**config.mk**
```make
export PLATFORM = sky130hd
export DESIGN_NAME = tsic_core
export DESIGN_NICKNAME = d
export VERILOG_FILES = /design/src/inc/tsic_pkg.sv /design/src/core/tsic_core.sv /design/src/core/tsic_sync.sv
export SDC_FILE = /design/constraint.sdc
export NUM_CORES = 1
export LEC_CHECK = 0
export ABC_AREA = 0
export ABC_CLOCK_PERIOD_IN_PS = 3400
export BUFFER_PORTS_ARGS = -buffer_cell sky130_fd_sc_hd__buf_2
export CAP_MARGIN = 10
export CORE_MARGIN = 4
export CORE_UTILIZATION = 49
export CTS_CLUSTER_DIAMETER = 30
export DETAILED_ROUTE_END_ITERATION = 8
export HOLD_SLACK_MARGIN = 0.15
export PLACE_DENSITY_LB_ADDON = 0.08
export SKIP_LAST_GASP = 1
export SLEW_MARGIN = 20
export SYNTH_ARGS = -nofsm -noshare
export SYNTH_HDL_FRONTEND = slang
export SYNTH_SLANG_ARGS = --single-unit
```
**constraint.sdc**
```tcl
create_clock -name clk -period 3.4 [get_ports clk]
set_input_delay 0 -clock clk [delete_from_list [all_inputs] [get_ports clk]]
set_output_delay 0 -clock clk [all_outputs]
set_load 0.01 [all_outputs]
```
**src/inc/tsic_pkg.sv**
```systemverilog
// Purpose: constants for the three-source interrupt controller
// Assumes: 8-bit data memory bus, 11-bit program addresses
// Notes:   one register, the interrupt control byte
package tsic_pkg;
	localparam logic [7:0]  INTERRUPT_CONTROL_ADDR      = 8'h0B;
	localparam int          BIT_GLOBAL_EN  = 0;
	localparam int          BIT_EXT_EN     = 1;
	localparam int          BIT_TMR_EN     = 2;
	localparam int          BIT_CONV_EN    = 3;
	localparam int          BIT_EXT_FLAG   = 4;
	localparam int          BIT_TMR_FLAG   = 5;
	localparam int          BIT_CONV_FLAG  = 6;
	localparam logic [7:0]  CTRL_RESET     = 8'h00;
	localparam logic [7:0]  CTRL_WMASK     = 8'h7F;
	localparam logic [10:0] VEC_EXT        = 11'h004;
	localparam logic [10:0] VEC_TMR        = 11'h008;
	localparam logic [10:0] VEC_CONV       = 11'h00C;
	localparam logic [10:0] VEC_NONE       = 11'h000;
	localparam logic [2:0]  SRC_EXT        = 3'b001;
	localparam logic [2:0]  SRC_TMR        = 3'b010;
	localparam logic [2:0]  SRC_CONV       = 3'b100;
	localparam logic [2:0]  SRC_NONE       = 3'b000;
	localparam logic [2:0]  PIN_HIGH3      = 3'b111;

	typedef enum logic [2:0] {
		ST_IDLE = 3'b001,
		ST_TAKE = 3'b010,
		ST_HOLD = 3'b100
	} tsic_state_t;
endpackage

```
**src/core/tsic_core.sv**
```systemverilog
// Purpose: three-source interrupt controller for a small 8-bit core
// Assumes: core gives instruction-boundary strobe and phase-two pulse
// Notes:   flags live in the interrupt control byte at data address 0x0B
//
// Operation
// falling edge on external pin sets external request flag, bit 4
// pending, enabled external request with stack room calls vector 04H
// accepting external request clears its flag and the global enable
// timer overflow sets timer request flag, bit 5
// accepted timer request calls 08H, clears its flag and global enable
// conversion done sets converter request flag, bit 6
// accepted converter request calls 0CH, clears flag and global enable
// no acceptance in service until return-with-enable or software re-enables
// return-with-enable sets global enable; plain return leaves it alone
// request between two phase-two pulses is taken at the later pulse
// fixed priority external, timer, converter; global enable masks all
// enables: global bit 0, external 1, timer 2, converter 3; one enables
// bit 7 reads zero
// control byte sits at data address 0BH, ordinary read and write
// enables gate service only, never the setting of a flag
// flags stay set until serviced or cleared by software
// full stack holds off acceptance; flag stays pending
// only program counter is pushed; status is not saved
// software writing one to a flag makes a real pending request
// acceptance only at an instruction boundary, replacing next fetch
`timescale 1ns/1ns
module tsic_core
	import tsic_pkg::*;
#(
	parameter int VEC_W = 11
) (
	// clock and reset
	input  wire logic             clk,
	input  wire logic             reset_n,
	// event sources
	input  wire logic             ext_irq_pin_n,
	input  wire logic             timer_overflow,
	input  wire logic             conv_done,
	// core timing
	input  wire logic             phase_two_pulse,
	input  wire logic             instr_boundary,
	input  wire logic             stack_full,
	input  wire logic             return_with_enable,
	// data memory access
	input  wire logic [7:0]       mem_addr,
	input  wire logic             mem_wr,
	input  wire logic [7:0]       mem_wdata,
	output logic [7:0]            mem_rdata,
	output logic                  mem_hit,
	// to the sequencer
	output logic                  irq_call,
	output logic [VEC_W-1:0]      irq_vector,
	output logic                  push_pc_only
);
	// refuse a vector too narrow to hold the highest vector
	if (VEC_W < 4) begin : g_vec_w_bad
		$error("vector width too small");
	end

	// ****************************************
	// pin synchroniser
	// ****************************************
	logic ext_fall;
	tsic_sync u_sync (
		.clk     (clk),
		.reset_n (reset_n),
		.pin     (ext_irq_pin_n),
		.level   (),
		.fall    (ext_fall)
	);

	// ****************************************
	// register decode
	// ****************************************
	logic [7:0]  ctrl_r;
	logic [7:0]  ctrl_nxt;
	logic [2:0]  cand_r;
	logic [2:0]  cand_nxt;
	tsic_state_t state_r;
	tsic_state_t state_nxt;

	wire        reg_sel   = (mem_addr == INTERRUPT_CONTROL_ADDR);
	wire        reg_wr    = reg_sel & mem_wr;
	wire        wr_glob   = mem_wdata[BIT_GLOBAL_EN];
	wire [2:0]  flags     = ctrl_r[BIT_CONV_FLAG:BIT_EXT_FLAG];
	wire [2:0]  enables   = ctrl_r[BIT_CONV_EN:BIT_EXT_EN];
	wire        glob_en   = ctrl_r[BIT_GLOBAL_EN];
	// enables gate only the service path, never the flags
	wire [2:0]  ready     = flags & enables & {3{glob_en}};

	function automatic logic [2:0] pick(input logic [2:0] req);
		if (req[0]) begin
			pick = SRC_EXT;
		end else if (req[1]) begin
			pick = SRC_TMR;
		end else if (req[2]) begin
			pick = SRC_CONV;
		end else begin
			pick = SRC_NONE;
		end
	endfunction

	function automatic logic [10:0] vec_of(input logic [2:0] src);
		case (src)
			SRC_EXT:  vec_of = VEC_EXT;
			SRC_TMR:  vec_of = VEC_TMR;
			SRC_CONV: vec_of = VEC_CONV;
			default:  vec_of = VEC_NONE;
		endcase
	endfunction

	wire [2:0]  winner    = pick(ready);
	// taken only at a boundary with stack room; a full stack just waits
	wire        accept    = (state_r == ST_TAKE) & instr_boundary
	                        & ~stack_full & (pick(ready & cand_r) != SRC_NONE);
	wire [2:0]  take_src  = pick(ready & cand_r);

	// ****************************************
	// event sources
	// ****************************************
	wire        ext_set   = ext_fall;
	wire        tmr_set   = timer_overflow;
	wire        conv_set  = conv_done;
	wire [2:0]  hw_set    = {conv_set, tmr_set, ext_set};

	// ****************************************
	// control byte next value
	// ****************************************
	always_comb begin
		ctrl_nxt = ctrl_r;
		if (reg_wr) begin
			// software may set a flag, which then acts like a hardware event
			ctrl_nxt = mem_wdata & CTRL_WMASK;
		end
		if (accept) begin
			ctrl_nxt[BIT_GLOBAL_EN] = 1'b0;
			ctrl_nxt[BIT_CONV_FLAG:BIT_EXT_FLAG] =
				ctrl_nxt[BIT_CONV_FLAG:BIT_EXT_FLAG] & ~take_src;
		end
		if (return_with_enable) begin
			ctrl_nxt[BIT_GLOBAL_EN] = 1'b1;
		end
		// set beats clear so no event is lost
		ctrl_nxt[BIT_CONV_FLAG:BIT_EXT_FLAG] =
			ctrl_nxt[BIT_CONV_FLAG:BIT_EXT_FLAG] | hw_set;
	end

	// ****************************************
	// checks: flags and enables
	// ****************************************
	chk_ext_fall_sets: assert property (@(posedge clk) disable iff (!reset_n)
		ext_fall
		|=> ctrl_r[BIT_EXT_FLAG])
		else $error("external fall did not set its flag");

	chk_conv_done_sets: assert property (@(posedge clk) disable iff (!reset_n)
		conv_done
		|=> ctrl_r[BIT_CONV_FLAG])
		else $error("conversion done did not set its flag");

	chk_ext_flag_cause: assert property (@(posedge clk) disable iff (!reset_n)
		$rose(ctrl_r[BIT_EXT_FLAG])
		|-> $past(ext_fall) || $past(reg_wr))
		else $error("external flag rose without cause");

	chk_tmr_flag_cause: assert property (@(posedge clk) disable iff (!reset_n)
		$rose(ctrl_r[BIT_TMR_FLAG])
		|-> $past(timer_overflow) || $past(reg_wr))
		else $error("timer flag rose without cause");

	chk_conv_flag_cause: assert property (@(posedge clk) disable iff (!reset_n)
		$rose(ctrl_r[BIT_CONV_FLAG])
		|-> $past(conv_done) || $past(reg_wr))
		else $error("converter flag rose without cause");

	chk_ext_cleared: assert property (@(posedge clk) disable iff (!reset_n)
		accept && take_src == SRC_EXT && !ext_fall
		|=> !ctrl_r[BIT_EXT_FLAG])
		else $error("external flag kept after call");

	chk_tmr_cleared: assert property (@(posedge clk) disable iff (!reset_n)
		accept && take_src == SRC_TMR && !timer_overflow
		|=> !ctrl_r[BIT_TMR_FLAG])
		else $error("timer flag kept after call");

	chk_conv_cleared: assert property (@(posedge clk) disable iff (!reset_n)
		accept && take_src == SRC_CONV && !conv_done
		|=> !ctrl_r[BIT_CONV_FLAG])
		else $error("converter flag kept after call");

	chk_pending_full: assert property (@(posedge clk) disable iff (!reset_n)
		stack_full && ctrl_r[BIT_EXT_FLAG] && !reg_wr
		|=> ctrl_r[BIT_EXT_FLAG])
		else $error("pending flag lost while stack full");

	chk_glob_hold: assert property (@(posedge clk) disable iff (!reset_n)
		!glob_en && !return_with_enable && !reg_wr
		|=> !ctrl_r[BIT_GLOBAL_EN])
		else $error("global enable came back on its own");

	chk_write_glob: assert property (@(posedge clk) disable iff (!reset_n)
		reg_wr && !accept && !return_with_enable
		|=> ctrl_r[BIT_GLOBAL_EN] == $past(wr_glob))
		else $error("global enable write did not land");

	// ****************************************
	// phase-two sampling
	// ****************************************
	// candidates latch at a phase-two pulse; they are served at the first instruction boundary with stack room
	always_comb begin
		state_nxt = state_r;
		cand_nxt  = cand_r;
		case (state_r)
			ST_IDLE: begin
				if (phase_two_pulse && ready != SRC_NONE) begin
					state_nxt = ST_TAKE;
					cand_nxt  = ready;
				end
			end
			ST_TAKE: begin
				if (accept) begin
					state_nxt = ST_HOLD;
				end else if (ready == SRC_NONE) begin
					state_nxt = ST_IDLE;
				end else if (phase_two_pulse) begin
					cand_nxt = ready;
				end
			end
			ST_HOLD: begin
				state_nxt = ST_IDLE;
				cand_nxt  = SRC_NONE;
			end
			default: begin
				state_nxt = ST_IDLE;
				cand_nxt  = SRC_NONE;
			end
		endcase
	end

	// ****************************************
	// checks: sampling and priority
	// ****************************************
	chk_take_after_pulse: assert property (@(posedge clk) disable iff (!reset_n)
		state_r == ST_TAKE && $past(state_r) == ST_IDLE
		|-> $past(phase_two_pulse))
		else $error("candidate latched without phase-two pulse");

	chk_prio_ext_first: assert property (@(posedge clk) disable iff (!reset_n)
		accept && (flags & cand_r & SRC_EXT) != SRC_NONE
		|=> irq_vector == VEC_W'(VEC_EXT))
		else $error("external request lost priority");

	always_ff @(posedge clk or negedge reset_n) begin
		if (!reset_n) begin
			ctrl_r  <= CTRL_RESET;
			state_r <= ST_IDLE;
			cand_r  <= SRC_NONE;
		end else begin
			ctrl_r  <= ctrl_nxt;
			state_r <= state_nxt;
			cand_r  <= cand_nxt;
		end
	end

	// ****************************************
	// outputs
	// ****************************************
	logic [VEC_W-1:0] vec_r;
	logic             call_r;
	always_ff @(posedge clk or negedge reset_n) begin
		if (!reset_n) begin
			vec_r  <= '0;
			call_r <= 1'b0;
		end else begin
			call_r <= accept;
			if (accept) begin
				vec_r <= VEC_W'(vec_of(take_src));
			end
		end
	end

	assign irq_call     = call_r;
	assign irq_vector   = vec_r;
	// status byte is never stacked by the controller
	assign push_pc_only = call_r;
	assign mem_hit      = reg_sel;
	assign mem_rdata    = reg_sel ? (ctrl_r & CTRL_WMASK) : 8'h00;

	// ****************************************
	// checks: outputs
	// ****************************************
	chk_call_pulse: assert property (@(posedge clk) disable iff (!reset_n)
		irq_call
		|=> !irq_call)
		else $error("call pulse longer than one cycle");

	chk_vec_stable: assert property (@(posedge clk) disable iff (!reset_n)
		!irq_call
		|-> $stable(irq_vector))
		else $error("vector moved without a call");

	chk_other_addr: assert property (@(posedge clk) disable iff (!reset_n)
		!mem_hit
		|-> mem_rdata == 8'h00)
		else $error("read data on a foreign address");

	chk_read_bit7: assert property (@(posedge clk) disable iff (!reset_n)
		mem_hit
		|-> !mem_rdata[7])
		else $error("bit 7 read back as one");

	// ****************************************
	// checks
	// ****************************************
	chk_bit7_zero: assert property (@(posedge clk) disable iff (!reset_n)
		!ctrl_r[7])
		else $error("bit 7 of control byte set");
	chk_call_clears_glob: assert property (@(posedge clk) disable iff (!reset_n)
		accept && !return_with_enable |=> !ctrl_r[BIT_GLOBAL_EN] && irq_call)
		else $error("global enable not cleared on call");
	chk_ext_vector: assert property (@(posedge clk) disable iff (!reset_n)
		accept && take_src == SRC_EXT |=> irq_vector == VEC_W'(VEC_EXT))
		else $error("wrong external vector");
	chk_tmr_vector: assert property (@(posedge clk) disable iff (!reset_n)
		accept && take_src == SRC_TMR |=> irq_vector == VEC_W'(VEC_TMR))
		else $error("wrong timer vector");
	chk_conv_vector: assert property (@(posedge clk) disable iff (!reset_n)
		accept && take_src == SRC_CONV |=> irq_vector == VEC_W'(VEC_CONV))
		else $error("wrong converter vector");
	chk_full_stack: assert property (@(posedge clk) disable iff (!reset_n)
		stack_full |=> !irq_call)
		else $error("call taken with full stack");
	chk_return_with_enable_sets: assert property (@(posedge clk) disable iff (!reset_n)
		return_with_enable |=> ctrl_r[BIT_GLOBAL_EN])
		else $error("return with enable did not enable");
	chk_flag_sticky: assert property (@(posedge clk) disable iff (!reset_n)
		timer_overflow |=> ctrl_r[BIT_TMR_FLAG])
		else $error("timer flag lost");
	chk_boundary_only: assert property (@(posedge clk) disable iff (!reset_n)
		!$past(instr_boundary) |-> !irq_call)
		else $error("call away from boundary");
endmodule

```
**src/core/tsic_sync.sv**
```systemverilog
// Purpose: three-stage synchroniser with agreement filter for a pin
// Assumes: pin is asynchronous to clk
// Notes:   first stage is read only by the second
`timescale 1ns/1ns
module tsic_sync
	import tsic_pkg::*;
(
	// clock and reset
	input  wire logic clk,
	input  wire logic reset_n,
	// pin and result
	input  wire logic pin,
	output logic      level,
	output logic      fall
);
	logic [2:0] stage_r;
	logic       level_r;
	wire        agree = (stage_r[1] == stage_r[2]);
	wire        level_nxt = agree ? stage_r[2] : level_r;

	always_ff @(posedge clk or negedge reset_n) begin
		if (!reset_n) begin
			stage_r <= PIN_HIGH3;
			level_r <= 1'b1;
		end else begin
			stage_r <= {stage_r[1:0], pin};
			level_r <= level_nxt;
		end
	end

	assign level = level_r;
	// one pulse when the filtered level drops
	assign fall = level_r & ~level_nxt;
endmodule

```
# Word-level counts from Yosys, hierarchy flattened
# Cells that the tools add are included.
[word_totals]
romBits = 0
ff_bits = 29
input_bits = 26
ram_bits = 0
latch_bits = 0
memories = 0
[classes]
addsub = 0
n_mux = 19
n_lt_le_gt_ge = 0
n_reduce_logical = 7
bitwise = 13
n_mul = 0
n_eq_ne = 12
n_shift = 0
div_mod_pow = 0
[ops]
columns = ["op", "n"]
rows = [
  ["3-bit two-way mux", 11],
  ["7-bit two-way mux", 2],
  ["3-bit bitwise AND", 4],
  ["3-bit case mux with 2 select lines", 2],
  ["4-bit case mux with 3 select lines", 1],
  ["3-bit nonzero test", 3],
  ["8-bit by 4-bit equality test with 1-bit output, second input constant", 1],
  ["2-bit != test, second input constant", 4],
  ["3-bit by 1-bit equality test with 1-bit output, second input constant", 2],
  ["3-bit by 2-bit equality test with 1-bit output, second input constant", 2],
  ["1-bit bitwise AND", 5],
  ["4-bit AND reduction", 1],
  ["3-bit equality test, second input constant", 1],
  ["3-bit logical NOT", 1],
  ["1-bit two-way mux", 3],
  ["3-bit by 2-bit != test with 1-bit output, second input constant", 1],
  ["3-bit inverter", 1],
  ["3-bit OR", 1],
  ["1-bit inverter", 2],
  ["2-bit AND reduction", 1],
  ["1-bit equality test", 1],
  ["1-bit logical AND", 1],
]

# Depth between registers and ports, before layout
# Gate-level depths: netlist of run 1.
[depth]
word_depth = 10
ltp_mapped = 5
ltp_nobuf = 4

# By module
# From an unflattened synthesis of run 1, not the netlist that was laid out.
[hier_totals]
hier_cells = 98
hier_area_um2 = 1112.3
[modules_own_cells]
columns = ["mod", "area_each_um2", "n_inst", "cells_each", "seq_area_each_um2"]
rows = [
  ["tsic_core", 988.4, 1, 92, 401.6],
  ["tsic_sync", 123.9, 1, 6, 105.1],
]

# Least setup slack after synthesis of run 1
# Ideal clock, no wire load.
[synth_timing]
path_kind = "reg2reg"
start = "register state_r[0]"
end = "register vec_r[2], in the netlist irq_vector[2]"
stages_incl_launch_ff = 6
path_buffers = 1
period_less_slack_ps = 1664
slack_ps = 1736
arrival_ps = 1532
cell_sequence = "dfstp_2 -> nand2b_4 -> or4b_4 -> buf_6 -> o21ai_1 -> or3b_1"
[synth_via]
elab_chain_len = 4
[synth_lines]
columns = ["item", "line", "source"]
rows = [
  ["start: declaration", "tsic_core.sv:79", "tsic_state_t state_r;"],
  ["start signal: assignment", "tsic_core.sv:260", "state_r <= state_nxt;"],
  ["3-bit by 2-bit equality test with 1-bit output", "tsic_core.sv:114", "wire accept = (state_r == ST_TAKE) & instr_boundary"],
  ["1-bit bitwise AND", "tsic_core.sv:114", ""],
  ["1-bit bitwise AND (2 in a row)", "tsic_core.sv:115", "& ~stack_full & (pick(ready & cand_r) != SRC_NONE);"],
  ["end signal: assignment", "tsic_core.sv:277", "vec_r <= VEC_W'(vec_of(take_src));"],
  ["end: declaration", "tsic_core.sv:268", "logic [VEC_W-1:0] vec_r;"],
]
# Every way passes these cells.
# A chain may end at the register's enable or synchronous reset.

# Worst setup path after layout of run 1
[layout_timing]
start = "register state_r[0]"
end = "register ctrl_r[6]"
[layout_via]
elab_chain_len = 6
[layout_lines]
columns = ["item", "line", "source"]
rows = [
  ["3-bit by 2-bit equality test with 1-bit output", "tsic_core.sv:114", ""],
  ["1-bit bitwise AND", "tsic_core.sv:114", ""],
  ["1-bit bitwise AND (2 in a row)", "tsic_core.sv:115", ""],
  ["3-bit two-way mux", "tsic_core.sv:135", "if (accept) begin"],
  ["3-bit OR", "tsic_core.sv:145", "ctrl_nxt[BIT_CONV_FLAG:BIT_EXT_FLAG] | hw_set;"],
  ["via ctrl_nxt[6]", "tsic_core.sv:76", "logic [7:0] ctrl_nxt;"],
  ["end signal: assignment", "tsic_core.sv:259", "ctrl_r <= ctrl_nxt;"],
  ["end: declaration", "tsic_core.sv:75", "logic [7:0] ctrl_r;"],
]
# The timed path passes the listed nets, and every way through them passes these cells.

==> results of run 1 <==
==> worst max path at each step <==
stage               slack [ps]  depth (start not counted)                         to                    from
finish                    1210                          5        ctrl_r[6]$_DFF_PN0_  state_r[0]$_DFFE_PN1P_
global route              1160                          5        ctrl_r[6]$_DFF_PN0_  state_r[0]$_DFFE_PN1P_
CTS                       1240                          5        ctrl_r[6]$_DFF_PN0_  state_r[0]$_DFFE_PN1P_
detailed placement        1730                          4  irq_vector[2]$_DFFE_PN0N_  state_r[0]$_DFFE_PN1P_
global placement          1740                          4  irq_vector[2]$_DFFE_PN0N_  state_r[0]$_DFFE_PN1P_
floorplan                 1740                          5  irq_vector[2]$_DFFE_PN0N_  state_r[0]$_DFFE_PN1P_
==> synthesized netlist by cell type, types with 2 or more instances <==
library cell,number
and3_1,11
buf_4,11
dfrtp_1,15
dfstp_2,5
mux2_2,3
mux2i_1,3
nand3_1,4
nand4_1,3
nor2_1,5
nor3_1,2
o21ai_0,3
o21bai_1,2
o2bb2ai_1,4
or3b_1,2
==> power groups by stage <==
stage	Sequential, W	Clock, W	Combinational, W
6_report	0.000270	0.000135	0.0000727
5_1_grt	0.000271	0.000151	0.0000811
4_1_cts	0.000269	0.000143	0.0000733
3_5_place_dp	0.000274	0	0.0000635
3_3_place_gp	0.000273	0	0.0000602
2_1_floorplan	0.000270	0	0.0000442
==> stage by stage <==
step | util | cell area, sq um | hold slack, ps
3_5_place_dp | 0.601 | 1200 | -34.0
6_report | 0.694 | 1390 | 153
2_1_floorplan | - | 1090 | -296
5_1_grt | 0.694 | 1390 | 165
4_1_cts | 0.694 | 1390 | 151
3_3_place_gp | 0.601 | 1200 | -38.2
==> state kept, by name, summed over array words and instances (netlist names) <==
signal and flops:
irq_vector 2, ctrl_r 7, irq_call 1, u_sync.level 1
cand_r 3, state_r 3, u_sync.stage_r 3
==> timing repair <==
item	CTS	global route
resized for setup	0	0
hold buffers	15	0
hold endpoints to repair	36	0
endpoints found under the setup margin	0	0
==> logic make-up (layout without fill, tap and decap cells) <==
| family | count (synthesis) | in the layout |
|---|---|---|
| AND/OR/NAND/NOR | 38 | 38 |
| flip-flops | 20 | 20 |
| AO/OA/AOI/OAI | 14 | 14 |
| buffers and inverters | 14 | 56 |
| multiplexers | 6 | 6 |
| adder cells (fa/ha/maj) | 1 | 1 |
| other | 1 | 10 |
==> cell type report <==
cell class	instances	area (sq um)
fill	160	613
sequential	20	507
multi-input combinational	69	478
timing repair buffer	51	330
clock buffer	4	36.3
tap	27	33.8
inverter	1	3.75
==> per-layer routing <==
layer | GRT usage | up-vias
li1 | - | 430
met2 | 0.325 | 30
met5 | 0 | -
met1 | 0.194 | 418
met3 | 0.0490 | 5
met4 | 0.0747 | 0
==> results.cfg, run 1 <==
[status]
run_status = complete, no violations

[route]
drt_iter0_drc = 15
met1_length_um = 888
top_layer_used = met4
drc = 0
drt_first_pass_iters = 4
vias_per_cell = 5.13
drt-total-wl_um = 2360
post_drt_wl_per_cell_um = 13.7
wl_met3_um = 150
detail-route-antenna-nets = 0
vias = 883
wl_met2_um = 1280

[setup_path]
cpLargestDelayFamily = simple AND/OR/NAND/NOR gates
reg2reg_from = state_r[0]$_DFFE_PN1P_
path_max_fanout = 8
slowest_delay_ps = 550
cpMaxStageDelayCell = or4b_4
r2r_end = ctrl_r[6]$_DFF_PN0_
r2r_cells = 5
crit_type = flip-flop to flip-flop
cp-start-kind = flip-flop
worst-path-buf-inv = 1
critical_path.endpoint_type = flip-flop
reg2reg_slack_ps = 1210
required_ps = 3590
cp.arrival_ps = 2390
crit_path_cell_trace = nand2b_4 -> or4b_4 -> and4bb_1 -> o21bai_1 -> dlygate4sd3_1

[timing]
tns_ps = 0
fin_ws_ps = 1210
period_share = 0.645
fin_crit_ps = 2190
fmax_mhz = 456
slew_violations = 0
setup_viol = 0
skew_ps = 5.68
rsz0062_at_grt = false
hold_viol = 0

[floorplanning]
start_util = 0.526
coreArea_sq_um = 2000
die-area_sq_um = 2950
die_h_um = 54.3
placementRows = 16
die_x_um = 54.3
ios = 48

[global_route]
grt_pass1_vias = 884
antenna_found_initial = 0
grt_remaining_overflow = 0
grt_pass1_wl_um = 3750
grt_max_degree = 21
track_usage = 0.179

[place]
dpl_worst_slack_ps = 1730
dp_cells = 153
placement.io_buffers = 36
routabilityCongestion = 0.746
dp.final_hpwl_um = 1770

[synth]
muxShareOfSynthArea = 0.0606
synthDistinctLibCells = 35
synth-simple-area-share = 0.254
yosys-top-cells-area = dfrtp_1 36%, dfstp_2 12%, buf_4 7.8%, and3_1 6.5%, o2bb2ai_1 3.3%
yosysTopAreaCell = dfrtp_1
synthCells = 94
synth_top_family_by_area = simple AND/OR/NAND/NOR gates
ys_seq_area_frac = 0.482
ys.flop_type = dfrtp_1
synth_xor_area_frac = 0
yosys.area_share.adder = 0.00951
synth_area_sq_um = 1050
yosys_warnings = 0
synth-compound-area-share = 0.0939
syn_area_per_cell_sq_um = 11.2
async_flop_share = 1.00
ys_seq_elements = 20
synth_top_area_frac = 0.357
synth_edf_count = 0

[cts]
tritoncts = done
root_buffer = clkbuf_4
cts_max_level = 1
clkTransAtPathRegs_ps = 110
clk-insertion-delay-late_ps = 300
cts_sinks = 20
cts_max_path_buffers = 2
post-cts-setup-buffer-count = 0
cts_buffers = 3

[layout]
final_cells = 172
nets = 172
drive_above_1_share = 0.359
final_common_cell = buf_2
final_cell_mix = 36 x buf_2, 15 x dfrtp_1, 15 x dlygate4sd3_1
diodes = 0
syn_to_final_growth_pct = 32.0

[worst_hold_path]
hold_class = primary input to async pin

[power_and_ir_drop]
seq_power_share = 0.565
power.total_w = 0.000478
p_comb_frac = 0.152
peakVddDrop_mv = 0.284
switching_share = 0.246
p_leak_nw = 0.716
switchingPower_w = 0.000117
power_density_nw_per_um2 = 344
p_clk_frac = 0.283
p_int_w = 0.000360

[job]
cap_violations = 0
Power figures use the tool's default switching activity.
==> run 2: changes to the inputs <==
Settings changed: ABC_CLOCK_PERIOD_IN_PS 3400 to 2100, CORE_UTILIZATION 49 to 45.
Clock period 3.4 ns to 2.1 ns, I/O delays scaled along.
==> results.cfg, run 2 (same netlist as run 1, synthesis figures left out) <==
[global_route]
track_usage = 0.151
antenna_found_initial = 0
grt_pass1_wl_um = 3790
grt_pass1_vias = 851
grt_remaining_overflow = 0
grt_max_degree = 21

[layout]
regMostFlops = ctrl_r
drive_above_1_share = 0.367
nets = 177
largest_reg_flops = 7
syn_to_final_growth_pct = 35.0
final_cell_mix = 36 x buf_2, 16 x dlygate4sd3_1, 15 x dfrtp_1
diodes = 0
final_common_cell = buf_2
final_util = 0.642
fill_cells = 195

[floorplanning]
die_h_um = 56.4
start_util = 0.476
die_x_um = 56.4
coreArea_sq_um = 2210
placementRows = 17
die-area_sq_um = 3180
ios = 48

[route]
detail-route-antenna-nets = 0
drt-total-wl_um = 2260
drt_iter0_drc = 22
drc = 0
drt_first_pass_iters = 4
post_drt_wl_per_cell_um = 12.7
vias_per_cell = 5.08
vias = 905

[power_and_ir_drop]
p_clk_frac = 0.249
p_int_w = 0.000553
p_leak_nw = 0.744
p_comb_frac = 0.161
switchingPower_w = 0.000185
power_density_nw_per_um2 = 520
seq_power_share = 0.589
power.total_w = 0.000738
peakVddDrop_mv = 0.456
switching_share = 0.250

[place]
routabilityCongestion = 0.804
placement.io_buffers = 36
dp.final_hpwl_um = 1640

[timing]
setup_viol = 0
skew_ps = 11.5
slew_violations = 0
fin_crit_ps = 2000
tns_ps = 0
fmax_mhz = 499
rsz0062_at_grt = false
period_share = 0.954
hold_viol = 0
hold-worst-slack_ps = 157

[status]
run_status = complete, no violations

[cts]
root_buffer = clkbuf_4
clkTransAtPathRegs_ps = 110
cts_buffers = 3
clk-insertion-delay-late_ps = 300
tritoncts = done
cts_max_level = 1
cts_sinks = 20
cts_max_path_buffers = 2
cts_resized = 0

[setup_path]
crit_type = flip-flop to flip-flop
required_ps = 2280
r2r_cells = 5
path_max_fanout = 8
r2r_end = ctrl_r[0]$_DFFE_PN0P_
cp.arrival_ps = 2180
critical_path.endpoint_type = flip-flop
reg2reg_from = state_r[0]$_DFFE_PN1P_
cp-startpoint = state_r[0]$_DFFE_PN1P_
cp-start-kind = flip-flop
reg2reg_slack_ps = 100
crit_end = ctrl_r[0]$_DFFE_PN0P_

[job]
cap_violations = 0

[worst_hold_path]
hold_class = primary input to async pin
[run 2: cell count changes in the layout (fill, tap and decap cells not counted)]
| cell | change |
|---|---|
| buf_4 | +4 |
| clkbuf_1 | +1 |
| clkbuf_8 | -1 |
| dlygate4sd3_1 | +1 |
[run 2: power groups by stage]
stage	sequential (W)	clock [W]	combinational [W]
after global routing	0.000438	0.000214	0.000132
final	0.000435	0.000184	0.000119
after global placement	0.000441	0	0.0000983
after CTS	0.000434	0.000191	0.000119
after floorplan	0.000436	0	0.0000715
after detailed placement	0.000441	0	0.000100
[run 2: cell type report]
cell class,count,area [sq um],share of cell area
clock buffers,4,26.3,0.0185
inverters,1,3.75,0.00264
multi-input cells,69,478,0.337
flip-flops and latches,20,507,0.357
well taps,28,35.0,0.0247
repair buffers,56,370,0.261
[run 2: per-stage QoR]
stage | instances | worst slack, ps | instance area, sq um
after CTS | 174 | 22.7 | 1390
final | 178 | 95.6 | 1420
after global placement | 154 | 451 | 1200
after global routing | 178 | 50.1 | 1420
after detailed placement | 154 | 434 | 1200
after floorplan | 103 | 436 | 1090
[run 2: worst min path at each step]
stage / start / endpoint / cells past startpoint
floorplan: reset_n / cand_r[0]$_DFFE_PN0P_ / 0
global placement: reset_n / ctrl_r[6]$_DFF_PN0_ / 1
detailed placement: reset_n / ctrl_r[6]$_DFF_PN0_ / 1
CTS: reset_n / irq_vector[3]$_DFFE_PN0N_ / 2
global route: reset_n / irq_vector[3]$_DFFE_PN0N_ / 2
finish: reset_n / irq_vector[3]$_DFFE_PN0N_ / 2
[run 2: critical path, cell delays in order, from the launching register on]
cell and delay [ps]:
dfstp_2 390, nand2b_4 130, or4b_4 550, nor2_4 170
o21bai_1 90, dlygate4sd3_1 550
[run 2: timing repair]
item                                   CTS  global route
setup endpoints to repair                0             1
hold buffers                            16             0
endpoints found under the hold margin   36             0
setup buffers                            0             4
[run 2: routing by layer]
metal	share of wire	GRT usage
met5	0	0
met4	0.0053	0.0203
met3	0.063	0.0414
met2	0.52	0.275
met1	0.41	0.179
==> run 3: changes to the inputs <==
Settings changed: CORE_ASPECT_RATIO set to 0.8.
==> results.cfg, run 3 (same netlist as run 1, synthesis figures left out) <==
[status]
run_status = complete, no violations

[setup_path]
cp.arrival_ps = 2240
r2r_cells = 4
reg2reg_from = state_r[0]$_DFFE_PN1P_
cp-start-kind = flip-flop
required_ps = 2340
crit_type = flip-flop to flip-flop
critical_path.endpoint_type = flip-flop
r2r_end = irq_call$_DFF_PN0_
path_max_fanout = 8
reg2reg_slack_ps = 100

[timing]
rsz0062_at_grt = false
slew_violations = 0
fmax_mhz = 500
tns_ps = 0
hold_viol = 0
skew_ps = 0.859
fin_crit_ps = 2000
period_share = 0.953
setup_viol = 0

[global_route]
grt_pass1_wl_um = 3910
antenna_found_initial = 0
track_usage = 0.167
grt_max_degree = 21
grt_pass1_vias = 886
grt_remaining_overflow = 0

[power_and_ir_drop]
seq_power_share = 0.500
p_leak_nw = 0.741
power_density_nw_per_um2 = 618
switching_share = 0.227
peakVddDrop_mv = 0.657
p_comb_frac = 0.141
p_int_w = 0.000675
switchingPower_w = 0.000198
p_clk_frac = 0.359

[place]
placement.io_buffers = 36
routabilityCongestion = 0.732
dp.final_hpwl_um = 1710

[cts]
post-cts-setup-buffer-count = 0
root_buffer = clkbuf_4
clkTransAtPathRegs_ps = 110
cts_max_path_buffers = 2
tritoncts = done
cts_max_level = 1
cts_buffers = 3
cts_resized = 0
cts_sinks = 20
clk-insertion-delay-late_ps = 300

[floorplanning]
ios = 48
placementRows = 15
die-area_sq_um = 3180
die_x_um = 62.1
start_util = 0.479
die_h_um = 51.3
coreArea_sq_um = 2200

[layout]
diodes = 0
fill_cells = 189
largest_reg_flops = 7
final_cell_mix = 36 x buf_2, 16 x dlygate4sd3_1, 15 x dfrtp_1
drive_above_1_share = 0.356
syn_to_final_growth_pct = 34.2
nets = 173
final_common_cell = buf_2
regMostFlops = ctrl_r
final_util = 0.643

[job]
cap_violations = 0

[route]
post_drt_wl_per_cell_um = 13.9
drt_first_pass_iters = 4
detail-route-antenna-nets = 0
drt-total-wl_um = 2380
vias_per_cell = 5.18
drt_iter0_drc = 42
drc = 0
vias = 885

[worst_hold_path]
hold_class = primary input to async pin
run 3: cell count changes in the layout (fill, tap and decap cells not counted), sizes merged:
cell	change
buf	-4
bufinv	+1
clkbuf	-1
run 3: repair_timing:
| action | in CTS | in global routing |
|---|---|---|
| setup endpoints to repair | 0 | 0 |
| endpoints found under the hold margin | 36 | 0 |
| hold buffers | 16 | 0 |
run 3: worst max-delay path by stage:
| stage | cells past startpoint | slack [ps] | end | startpoint |
|---|---|---|---|---|
| after floorplan | 5 | 440 | irq_vector[2]$_DFFE_PN0N_ | state_r[0]$_DFFE_PN1P_ |
| after global placement | 4 | 450 | irq_vector[2]$_DFFE_PN0N_ | state_r[0]$_DFFE_PN1P_ |
| after detailed placement | 4 | 420 | irq_vector[2]$_DFFE_PN0N_ | state_r[0]$_DFFE_PN1P_ |
| after CTS | 4 | 110 | irq_call$_DFF_PN0_ | state_r[0]$_DFFE_PN1P_ |
| after global routing | 4 | 60 | irq_call$_DFF_PN0_ | state_r[0]$_DFFE_PN1P_ |
| final | 4 | 100 | irq_call$_DFF_PN0_ | state_r[0]$_DFFE_PN1P_ |
run 3: layout make-up:
class | count | area, sq um | share of cell area
repair buffers | 52 | 340 | 0.241
clock inverters | 1 | 30.0 | 0.0213
flip-flops and latches | 20 | 507 | 0.359
multi-input cells | 69 | 478 | 0.338
clock buffers | 3 | 22.5 | 0.0159
inverters | 1 | 3.75 | 0.00266
well taps | 25 | 31.3 | 0.0221
run 3: worst max-delay path, stage by stage, from the launching register on:
cell and delay, ps:
dfstp_2 400, nand2b_4 140, or4b_4 550, nor2_4 250, dlygate4sd3_1 600
run 3: metrics by stage:
stage	total power, W	hold slack, ps	setup WS [ps]	cells	instance area [sq um]
5_1_grt	0.000917	188	57.4	171	1410
4_1_cts	0.000877	164	107	171	1410
3_5_place_dp	0.000543	-38.6	417	151	1200
2_1_floorplan	0.000508	-296	436	103	1090
6_report	0.000873	152	99.6	171	1410
3_3_place_gp	0.000540	-35.0	446	151	1200
run 3: power by group through the flow:
stage	Sequential (W)	Clock, W	Combinational (W)
floorplan	0.000436	0	0.0000715
global placement	0.000442	0	0.0000981
detailed placement	0.000442	0	0.000100
CTS	0.000436	0.000319	0.000121
global route	0.000440	0.000339	0.000138
finish	0.000437	0.000313	0.000123
run 3: metal layers:
| layer | track usage | wire length (um) | vias up |
|---|---|---|---|
| li1 | - | - | 431 |
| met1 | 0.212 | 1040 | 425 |
| met5 | 0 | 0 | - |
| met2 | 0.274 | 1210 | 29 |
| met4 | 0.0318 | 0 | 0 |
| met3 | 0.0530 | 140 | 0 |
